### src/shared/sacc_pkg.sv
/*
  Constants, register map and carrier types for the SAR converter control block.
  Assumes a 100 MHz bus clock; all other files import this package.
*/
package sacc_pkg;

  // ==========================================================
  // Register map (byte addresses, one aligned word each)
  localparam logic [3:0] SACC_ADDR_SC = 4'h0;
  localparam logic [3:0] SACC_ADDR_CLK = 4'h4;
  localparam logic [3:0] SACC_ADDR_RH = 4'h8;
  localparam logic [3:0] SACC_ADDR_RL = 4'hC;

  // ==========================================================
  // Field positions
  localparam int SACC_SC_FLAG_BIT = 7;
  localparam logic [4:0] SACC_CHAN_OFF = 5'h1F;
  localparam logic [4:0] SACC_SC_RST_CHAN = 5'h1F;

  // ==========================================================
  // Timing
  localparam int SACC_BUS_MHZ = 100;
  localparam int SACC_STARTUP_NS = 5000;
  localparam logic [9:0] SACC_STARTUP_CYC = 10'((SACC_STARTUP_NS * SACC_BUS_MHZ + 999) / 1000);
  localparam logic [9:0] SACC_SYNC_CYC = 10'h003;
  localparam logic [9:0] SACC_FIRST_EXTRA_CONVERTER_CLOCK = 10'h002;
  localparam logic [3:0] SACC_SAR_MSB = 4'hA;
  localparam int SACC_SAR_STEPS = 11;
  localparam int SACC_SUB_8S = 16;
  localparam int SACC_SUB_8L = 36;
  localparam int SACC_SUB_10S = 19;
  localparam int SACC_SUB_10L = 39;
  localparam logic [9:0] SACC_SMP_8S = 10'(SACC_SUB_8S - SACC_SAR_STEPS);
  localparam logic [9:0] SACC_SMP_8L = 10'(SACC_SUB_8L - SACC_SAR_STEPS);
  localparam logic [9:0] SACC_SMP_10S = 10'(SACC_SUB_10S - SACC_SAR_STEPS);
  localparam logic [9:0] SACC_SMP_10L = 10'(SACC_SUB_10L - SACC_SAR_STEPS);

  // ==========================================================
  // Types
  typedef enum logic [2:0] {
    SACC_IDLE = 3'h0,
    SACC_SYNC = 3'h1,
    SACC_STARTUP = 3'h3,
    SACC_SETTLE = 3'h2,
    SACC_SAMPLE = 3'h6,
    SACC_CONVERT = 3'h7,
    SACC_TRANSFER = 3'h5
  } sacc_state_t;

  typedef struct packed {
    logic complete_irq_enable;
    logic continuous_select;
    logic [4:0] channel_select;
  } sacc_sc_t;

  typedef struct packed {
    logic resolution_10;
    logic low_power_config;
    logic long_sample_select;
    logic [1:0] clock_divide;
    logic async_clock_enable;
    logic input_clock_select;
  } sacc_clk_t;

  localparam sacc_sc_t SACC_SC_RST = '{1'b0, 1'b0, SACC_SC_RST_CHAN};
  localparam sacc_clk_t SACC_CLK_RST = '{1'b0, 1'b0, 1'b0, 2'h0, 1'b0, 1'b0};

endpackage

### src/verilog/sacc_top.sv
/*
  SAR converter control: clock select and divide, channel mux control, SAR sequencing,
  result formatting, completion flag, interrupt and read blocking, Avalon-MM slave.
  Assumes an analog comparator outside whose output arrives asynchronously on a pin,
  and oscillator/asynchronous clocks arriving as pins sampled on sys_clk.
*/
// The Avalon-MM register port and the address map were decided locally.
// What this block does
// - Eleven-bit SAR; 8-bit rounds into low result
// - Saturate to all ones at full scale
// - Pick async, alternate or bus source clock
// - Async clock runs only converting; range bit
// - Async clock keeps running in stop mode
// - Divide source by 1, 2, 4, 8
// - Route exactly one selected input channel
// - Resolution field selects 10 or 8 bits
// - No hardware trigger; software or continuous only
// - Control write starts conversion unless channel ones
// - Continuous mode restarts after every transfer
// - Transfer result, set flag, interrupt if enabled
// - High read pending blocks transfer, discards result
// - Blocked transfer always starts another conversion
// - Abort on control writes, reset, stop
// - Abort keeps last result; reset clears it
// - Abort drops clocks and references immediately
// - 8-bit short: 18 plus 3, then 16
// - 8-bit long: 38 plus 3, then 36
// - 10-bit short: 21 plus 3, then 19
// - 10-bit long: 41 plus 3, then 39
// - Single conversion ends in low-power idle
`timescale 1ns/10ps
module sacc_top
  import sacc_pkg::*;
(
  // Clock and reset
  input wire logic sys_clk,
  input wire logic rst_b,
  // Avalon-MM slave
  input wire logic [3:0] avs_address,
  input wire logic avs_read,
  input wire logic avs_write,
  input wire logic [31:0] avs_writedata,
  input wire logic [3:0] avs_byteenable,
  output logic [31:0] avs_readdata,
  output logic avs_waitrequest,
  // System
  input wire logic stop_mode,
  output logic irq,
  // Clock pins
  input wire logic oscillator_clock,
  input wire logic async_clock_pin,
  output logic async_osc_enable,
  output logic async_osc_low_power,
  // Analog front end
  input wire logic comparator_in,
  output logic [4:0] converter_input,
  output logic mux_enable,
  output logic sample_enable,
  output logic ref_enable,
  output logic [10:0] sar_code
);
  import sacc_pkg::*;

  // ==========================================================
  // Registers
  sacc_state_t state_ff, nxt_state;
  sacc_sc_t sc_ff;
  sacc_clk_t clk_ff;
  logic [9:0] cnt_ff, nxt_cnt;
  logic [3:0] bit_ff, nxt_bit;
  logic [10:0] sar_ff, nxt_sar;
  logic [1:0] settle_ff;
  logic [9:0] result_ff;
  logic flag_ff, nxt_flag;
  logic hi_read_ff, nxt_hi_read;
  logic ack_ff;
  logic [31:0] readdata_ff;
  logic [2:0] div_ff;
  logic [2:0] pin_meta_ff, pin_sync_ff, pin_last_ff;

  // ==========================================================
  // Bus decode
  wire req = avs_read | avs_write;
  wire acc = req & ack_ff;
  wire wr_en = acc & avs_write & avs_byteenable[0];
  wire wr_sc = wr_en & (avs_address == SACC_ADDR_SC);
  wire wr_clk = wr_en & (avs_address == SACC_ADDR_CLK);
  wire rd_rh = acc & avs_read & (avs_address == SACC_ADDR_RH);
  wire rd_rl = acc & avs_read & (avs_address == SACC_ADDR_RL);
  wire [4:0] wr_chan = avs_writedata[4:0];

  wire [31:0] rd_mux =
    (avs_address == SACC_ADDR_SC) ? {24'h000000, flag_ff, sc_ff} :
    (avs_address == SACC_ADDR_CLK) ? {25'h0000000, clk_ff} :
    (avs_address == SACC_ADDR_RH) ? {30'h00000000, result_ff[9:8]} :
    (avs_address == SACC_ADDR_RL) ? {24'h000000, result_ff[7:0]} : 32'h00000000;

  // One wait cycle, then the answer; data is latched during the wait
  assign avs_waitrequest = req & ~ack_ff;
  assign avs_readdata = readdata_ff;

  // ==========================================================
  // Pin synchronisers: bit 0 oscillator, 1 async clock, 2 comparator
  wire [2:0] pin_raw = {comparator_in, async_clock_pin, oscillator_clock};
  wire osc_rise = pin_sync_ff[0] & ~pin_last_ff[0];
  wire acl_rise = pin_sync_ff[1] & ~pin_last_ff[1];
  wire cmp_s = pin_sync_ff[2];
  // A SAR decision waits until the trial word has stood three cycles, so the synchronised
  // comparator reflects it; a converter clock faster than a quarter of sys_clk gets stretched
  wire sar_ready = &settle_ff;

  // ==========================================================
  // Conversion control
  wire busy = (state_ff != SACC_IDLE);
  wire clocks_on = (state_ff == SACC_SETTLE) | (state_ff == SACC_SAMPLE) | (state_ff == SACC_CONVERT);
  wire stop_abort = stop_mode & ~clk_ff.async_clock_enable & busy;
  wire abort = wr_sc | wr_clk | stop_abort;
  wire restart = wr_sc & (wr_chan != SACC_CHAN_OFF);
  wire blocked = clk_ff.resolution_10 & hi_read_ff;
  wire xfer = (state_ff == SACC_TRANSFER) & ~blocked & ~abort;

  // Source clock selection and divider
  wire src_tick = clk_ff.async_clock_enable ? acl_rise :
                  (clk_ff.input_clock_select ? 1'b1 : osc_rise);
  wire [2:0] div_mask = 3'((4'h1 << clk_ff.clock_divide) - 4'h1);
  wire converter_clock_tick = clocks_on & src_tick & (div_ff == div_mask);

  wire [9:0] sample_len = clk_ff.resolution_10 ?
    (clk_ff.long_sample_select ? SACC_SMP_10L : SACC_SMP_10S) :
    (clk_ff.long_sample_select ? SACC_SMP_8L : SACC_SMP_8S);

  // Round the 11-bit SAR word and clamp at full scale
  function automatic logic [9:0] sacc_format(input logic [10:0] raw, input logic ten);
    logic [10:0] r10;
    logic [8:0] r8;
    r10 = {1'b0, raw[10:1]} + {10'h000, raw[0]};
    r8 = {1'b0, raw[10:3]} + {8'h00, raw[2]};
    if (ten) begin
      sacc_format = r10[10] ? 10'h3FF : r10[9:0];
    end else begin
      sacc_format = {2'h0, (r8[8] ? 8'hFF : r8[7:0])};
    end
  endfunction

  always_comb begin
    nxt_state = state_ff;
    nxt_cnt = cnt_ff;
    nxt_bit = bit_ff;
    nxt_sar = sar_ff;
    case (state_ff)
      SACC_IDLE: begin
        nxt_cnt = 10'h000;
      end
      SACC_SYNC: begin
        if (cnt_ff == SACC_SYNC_CYC - 10'h001) begin
          nxt_cnt = 10'h000;
          nxt_state = clk_ff.async_clock_enable ? SACC_STARTUP : SACC_SETTLE;
        end else begin
          nxt_cnt = cnt_ff + 10'h001;
        end
      end
      SACC_STARTUP: begin
        if (cnt_ff == SACC_STARTUP_CYC - 10'h001) begin
          nxt_cnt = 10'h000;
          nxt_state = SACC_SETTLE;
        end else begin
          nxt_cnt = cnt_ff + 10'h001;
        end
      end
      SACC_SETTLE: begin
        if (converter_clock_tick) begin
          if (cnt_ff == SACC_FIRST_EXTRA_CONVERTER_CLOCK - 10'h001) begin
            nxt_cnt = 10'h000;
            nxt_state = SACC_SAMPLE;
          end else begin
            nxt_cnt = cnt_ff + 10'h001;
          end
        end
      end
      SACC_SAMPLE: begin
        if (converter_clock_tick) begin
          if (cnt_ff == sample_len - 10'h001) begin
            nxt_cnt = 10'h000;
            nxt_bit = SACC_SAR_MSB;
            nxt_sar = 11'h400;
            nxt_state = SACC_CONVERT;
          end else begin
            nxt_cnt = cnt_ff + 10'h001;
          end
        end
      end
      SACC_CONVERT: begin
        if (converter_clock_tick && sar_ready) begin
          if (!cmp_s) begin
            nxt_sar[bit_ff] = 1'b0;
          end
          if (bit_ff == 4'h0) begin
            nxt_state = SACC_TRANSFER;
          end else begin
            nxt_sar[bit_ff - 4'h1] = 1'b1;
            nxt_bit = bit_ff - 4'h1;
          end
        end
      end
      SACC_TRANSFER: begin
        if (blocked || sc_ff.continuous_select) begin
          nxt_state = SACC_SAMPLE;
        end else begin
          nxt_state = SACC_IDLE;
        end
      end
      default: begin
        nxt_state = SACC_IDLE;
      end
    endcase
    if (abort) begin
      nxt_cnt = 10'h000;
      nxt_state = restart ? SACC_SYNC : SACC_IDLE;
    end
  end

  // Flag set beats a same-cycle clear by software
  always_comb begin
    nxt_flag = flag_ff;
    if (wr_sc || rd_rl) begin
      nxt_flag = 1'b0;
    end
    if (xfer) begin
      nxt_flag = 1'b1;
    end
    nxt_hi_read = hi_read_ff;
    if (rd_rl) begin
      nxt_hi_read = 1'b0;
    end
    if (rd_rh && clk_ff.resolution_10) begin
      nxt_hi_read = 1'b1;
    end
  end

  // ==========================================================
  // Outputs
  assign irq = flag_ff & sc_ff.complete_irq_enable;
  assign converter_input = sc_ff.channel_select;
  assign mux_enable = busy & ~abort;
  assign sample_enable = (state_ff == SACC_SAMPLE) & ~abort;
  // Gated straight from abort so power drops in the same cycle
  assign ref_enable = busy & ~abort;
  assign async_osc_enable = busy & ~abort & clk_ff.async_clock_enable;
  assign async_osc_low_power = clk_ff.low_power_config;
  assign sar_code = sar_ff;

  // ==========================================================
  // Flip-flops
  always_ff @(posedge sys_clk) begin
    if (!rst_b) begin
      pin_meta_ff <= 3'h0;
      pin_sync_ff <= 3'h0;
      pin_last_ff <= 3'h0;
    end else begin
      pin_meta_ff <= pin_raw;
      pin_sync_ff <= pin_meta_ff;
      pin_last_ff <= pin_sync_ff;
    end
  end

  always_ff @(posedge sys_clk) begin
    if (!rst_b) begin
      ack_ff <= 1'b0;
      readdata_ff <= 32'h00000000;
    end else begin
      ack_ff <= req & ~ack_ff;
      if (req && !ack_ff) begin
        readdata_ff <= rd_mux;
      end
    end
  end

  always_ff @(posedge sys_clk) begin
    if (!rst_b) begin
      sc_ff <= SACC_SC_RST;
      clk_ff <= SACC_CLK_RST;
    end else begin
      if (wr_sc) begin
        sc_ff <= sacc_sc_t'(avs_writedata[6:0]);
      end
      if (wr_clk) begin
        clk_ff <= sacc_clk_t'(avs_writedata[6:0]);
      end
    end
  end

  always_ff @(posedge sys_clk) begin
    if (!rst_b) begin
      div_ff <= 3'h0;
    end else if (!clocks_on || abort) begin
      div_ff <= 3'h0;
    end else if (src_tick) begin
      div_ff <= (div_ff == div_mask) ? 3'h0 : div_ff + 3'h1;
    end
  end

  always_ff @(posedge sys_clk) begin
    if (!rst_b) begin
      state_ff <= SACC_IDLE;
      cnt_ff <= 10'h000;
      bit_ff <= 4'h0;
      sar_ff <= 11'h000;
      settle_ff <= 2'h0;
      flag_ff <= 1'b0;
      hi_read_ff <= 1'b0;
      result_ff <= 10'h000;
    end else begin
      state_ff <= nxt_state;
      cnt_ff <= nxt_cnt;
      bit_ff <= nxt_bit;
      sar_ff <= nxt_sar;
      settle_ff <= (nxt_sar != sar_ff) ? 2'h0 : (sar_ready ? settle_ff : settle_ff + 2'h1);
      flag_ff <= nxt_flag;
      hi_read_ff <= nxt_hi_read;
      if (xfer) begin
        result_ff <= sacc_format(sar_ff, clk_ff.resolution_10);
      end
    end
  end

endmodule

### config.mk
export PLATFORM = sky130hd
export DESIGN_NAME = sacc_top
export DESIGN_NICKNAME = d
export VERILOG_FILES = /design/src/shared/sacc_pkg.sv /design/src/verilog/sacc_top.sv
export SDC_FILE = /design/constraint.sdc
export NUM_CORES = 1
export LEC_CHECK = 0
export ABC_AREA = 1
export BUFFER_PORTS_ARGS = -buffer_cell sky130_fd_sc_hd__buf_2
export CELL_PAD_IN_SITES_DETAIL_PLACEMENT = 2
export CELL_PAD_IN_SITES_GLOBAL_PLACEMENT = 2
export CORE_AREA = 4 4 169 122
export DETAILED_ROUTE_END_ITERATION = 10
export DIE_AREA = 0 0 173 126
export PLACE_DENSITY = 0.76
export SLEW_MARGIN = 20
export SYNTH_ARGS = -nofsm -noshare
export SYNTH_HDL_FRONTEND = slang
export SYNTH_SLANG_ARGS = --single-unit
### constraint.sdc
create_clock -name sys_clk -period 2.1 [get_ports sys_clk]
set_clock_uncertainty 0.1 [all_clocks]
set_input_delay 0.105 -clock sys_clk [delete_from_list [all_inputs] [get_ports sys_clk]]
set_output_delay 0.105 -clock sys_clk [all_outputs]
set_load 0.005 [all_outputs]
==> impl_metrics.csv <==
group,metric,value,unit
finish,final_area,7390,um2
timing,final_min_period_over_clock_period,1.14,
timing,fin_tns_setup,-4.57,ns
worst_setup_path,reg2regPathDepth,15,
pwr,power.density_cell_area,512,nW/um2
worst_setup_path,cp_slowest_cell,"sky130_fd_sc_hd__dfxtp_2",
clock_tree,buffer_cell_driving_the_clock_tree_root,"sky130_fd_sc_hd__clkbuf_16",
routing,drt_pre_antenna_iters,4,
worst_setup_path,path_class,"flop to flop",
hold_path,hold_path_depth,4,
placed_design,globalplace.congestion,0.855,
synthesis,syn-cell-area,5070,um2
finish,drive_above_1_share,0.382,
worst_setup_path,critical_path.most_common_cell,"sky130_fd_sc_hd__nand3_2",
worst_setup_path,critical_path_peak_fanout,5,
pwr,vdd_drop_max,0.000303,V
timing,timing.final.crit_period,2.40,ns
floorplanning,die_height,126,um
grt,grt_antenna_before_repair,0,
worst_setup_path,critical_path_cell_count,15,
pwr,power.leakage,3.27,nW
finish,count_of_filler_cells_inserted_in_the_layout,2190,
placed_design,detailed_place.area,6050,um2
floorplanning,die_area,21800,um2
synthesis,synth.top_cells.by_count,"174 x sky130_fd_sc_hd__nand2_1, 88 x sky130_fd_sc_hd__nor2_1, 84 x sky130_fd_sc_hd__inv_1",
worst_setup_path,crit_path_cell_chain,"clkinv_4 -> ha_4 -> nand4_1 -> nand3_2 -> nand3_2 -> nor2_4 -> nand2_4 -> nand3_2 -> nand2_2 -> nor2_1 -> nand2_1 -> nand2_2 -> nor2_2 -> nand3_2 -> nor3_2",
finish,post-route-util,0.393,
placed_design,dpl.cell_count,1112,
run_status,failed_checks,"negative setup slack",
worst_setup_path,worst-path-buf-inv,1,
worst_setup_path,cp.required,2.24,ns
floorplanning,std_cell_rows,42,
synthesis,synth_most_common_cell,"sky130_fd_sc_hd__nand2_1",
clock_tree,number_of_buffers_between_clock_root_and_the_deepest_sink,2,
synthesis,yosysWarningCount,0,
grt,grt_util_all_layers,0.207,
timing,hold_ws,0.0494,ns
synthesis,post_synth_main_area_contributors,"sky130_fd_sc_hd__dfxtp_1 30%, sky130_fd_sc_hd__nand2_1 13%, sky130_fd_sc_hd__nor2_1 6.5%",
synthesis,synth_cell_type_count,51,
finish,finish.cell_count_without_fillers,1162,
synthesis,yosys_most_used_dff,"sky130_fd_sc_hd__dfxtp_1",
timing,rsz_0062_raised_after_global_routing,"yes",
clock_tree,numCtsBuffers,9,
timing,slew-limit-headroom,0.571,
grt,grt_max_degree,25,
placed_design,hpwl,15.7,mm
synthesis,synth_seq_cells,76,
synthesis,synth.top_cell.area_share,0.300,
grt,grt_pass1_vias,6205,
worst_setup_path,timing.critical_path.to_type,"flop",
timing,final-hold-violation-count,0,
clock_tree,cts_tree,"yes",
clock_tree,worst_skew_pair.late_latency,0.35,ns
finish,antenna_cells,0,
floorplanning,starting_density,0.269,
timing,timing_worst_slew_pin_value,0.641,ns
worst_setup_path,critical_path_arrival,2.54,ns
routing,routedWlPerCell,22.1,um
synthesis,synthesis.area_per_instance,6.67,um2
synthesis,synth_enable_flop_cells,0,
finish,area_delta_synth_final,45.8,%
hold_path,holdCritPathClass,"input pin to flop",
synthesis,synth.yosys.seq_area_share,0.300,
worst_setup_path,path_delay_family,"simple AND/OR/NAND/NOR gates",
timing,maxClockFrequency,417,MHz
run,max_cap_viol_count,0,
timing,finalWorstSetupSlack,-0.296,ns
floorplanning,die_width,173,um
synthesis,synth_top_cell_by_area,"sky130_fd_sc_hd__dfxtp_1",
clock_tree,cts_num_sinks,76,
timing,final-setup-viol-count,27,
worst_setup_path,startpoint_type,"flop",
finish,multi_input_comb_area,3630,um2
routing,wirelength,25.6,mm
worst_setup_path,critical_path.max_stage_delay,0.37,ns
clock_tree,h_tree_depth_reported_by_cts,3,
timing,timing_max_transition_violations_final,0,
synthesis,ys_async_sr_fraction,0,
placed_design,io_buffers,50,
floorplanning,design.portCount,103,
run_status,status,"complete, but fails checks",
routing,detailedRoute.firstIterationViolations,485,
finish,seqCellArea,1540,um2
clock_tree,cts.clk_slew.worst_paths,0.07,ns
synthesis,post_synth_inst_count,760,
routing,count_of_vias_placed_by_the_detailed_router,6013,
routing,detailed_route_drc_error_count,0,
grt,grt.overflow.total,0,
finish,final_net_count,977,
floorplanning,core_footprint,18800,um2
routing,vias_per_cell,5.17,
routing,route.antenna.remaining_nets,0,
grt,grt_pass1_wl,36.1,mm
## layer usage
metal | vias up | GRT usage | share of wire
li1 | 2765 | - | -
met1 | 3071 | 0.294 | 0.46
met2 | 134 | 0.336 | 0.49
met3 | 43 | 0.0321 | 0.030
met4 | 0 | 0.0408 | 0.026
met5 | - | 0 | 0
## power breakdown
group	switching (mW)	internal, mW
clock	0.681	0.923
combinational	0.407	0.250
sequential	0.0442	1.48
total	1.13	2.65
## area by class of cell
class | instances | share of cell area
clock buffer | 10 | 0.0310
clock inverter | 6 | 0.00847
inverter | 94 | 0.0488
multi-input combinational | 564 | 0.492
sequential | 76 | 0.208
tap | 242 | 0.0410
timing repair buffer | 170 | 0.170
## registers in the layout (all words and copies together) (netlist names), 2 cells and up
name / flops
sc_ff: 2
bit_ff: 4
clk_ff: 6
settle_ff: 2
div_ff: 3
converter_input: 5
state_ff: 3
pin_meta_ff: 3
pin_sync_ff: 3
result_ff: 10
sar_code: 11
avs_readdata: 8
cnt_ff: 10
pin_last_ff: 2
## final timing paths
kind                              from                        end  slack [ns]
min                     avs_address[2]    hi_read_ff$_SDFFE_PN0P_        0.05
max reg2reg     clk_ff[6]$_SDFFE_PN0P_  settle_ff[1]$_SDFFE_PP0N_       -0.30
min reg2reg  pin_meta_ff[0]$_SDFF_PN0_  pin_sync_ff[0]$_SDFF_PN0_        0.33
max             clk_ff[6]$_SDFFE_PN0P_  settle_ff[1]$_SDFFE_PP0N_       -0.30
## cells in the final DEF (no fill, tap or decap), drive strengths merged, types with 16 or more instances in the layout
cell / synthesis / final
nor2: 95 / 96
buf: 39 / 157
inv: 92 / 93
conb: 1 / 24
nand4: 20 / 20
o21ai: 38 / 38
a21oi: 36 / 36
nor3: 16 / 16
dfxtp: 76 / 76
nand3: 72 / 72
nand2: 183 / 184
## metrics by stage
stage	setup WS [ns]	power, mW
floorplan	0.0148	1.83
global placement	-0.0944	1.98
detailed placement	-0.199	2.00
CTS	-0.137	3.63
global route	-0.436	3.92
finish	-0.296	3.79
## logic make-up (layout without fill, tap and decap cells)
family                   count (synthesis)  after routing  share of synthesized area
buffers and inverters                  145            280                      0.137
AND/OR/NAND/NOR                        390            392                      0.357
other                                    1             24                   0.000740
multiplexers                             1              1                    0.00197
XOR/XNOR                                15             15                     0.0259
AO/OA/AOI/OAI                          118            118                      0.142
flip-flops                              76             76                      0.300
adder cells (fa/ha/maj)                 14             14                     0.0346
## worst register-to-register path, stage by stage (launching register included)
cell and delay, ns:
sky130_fd_sc_hd__dfxtp_2 0.37, sky130_fd_sc_hd__clkinv_4 0.06, sky130_fd_sc_hd__ha_4 0.28, sky130_fd_sc_hd__nand4_1 0.20, sky130_fd_sc_hd__nand3_2 0.19, sky130_fd_sc_hd__nand3_2 0.10
sky130_fd_sc_hd__nor2_4 0.17, sky130_fd_sc_hd__nand2_4 0.15, sky130_fd_sc_hd__nand3_2 0.12, sky130_fd_sc_hd__nand2_2 0.07, sky130_fd_sc_hd__nor2_1 0.17, sky130_fd_sc_hd__nand2_1 0.10
sky130_fd_sc_hd__nand2_2 0.08, sky130_fd_sc_hd__nor2_2 0.04, sky130_fd_sc_hd__nand3_2 0.08, sky130_fd_sc_hd__nor3_2 0.04
## timing repair
| action | in CTS | in global routing |
|---|---|---|
| setup buffers | 10 | 9 |
| resized for setup | 51 | 138 |
| hold buffers | 12 | 0 |
| pin swaps | 24 | 50 |
| cloned | 2 | 1 |
| hold endpoints to repair | 15 | 0 |
| endpoints found under the setup margin | 19 | 46 |
(Power assumes the default switching activity.)
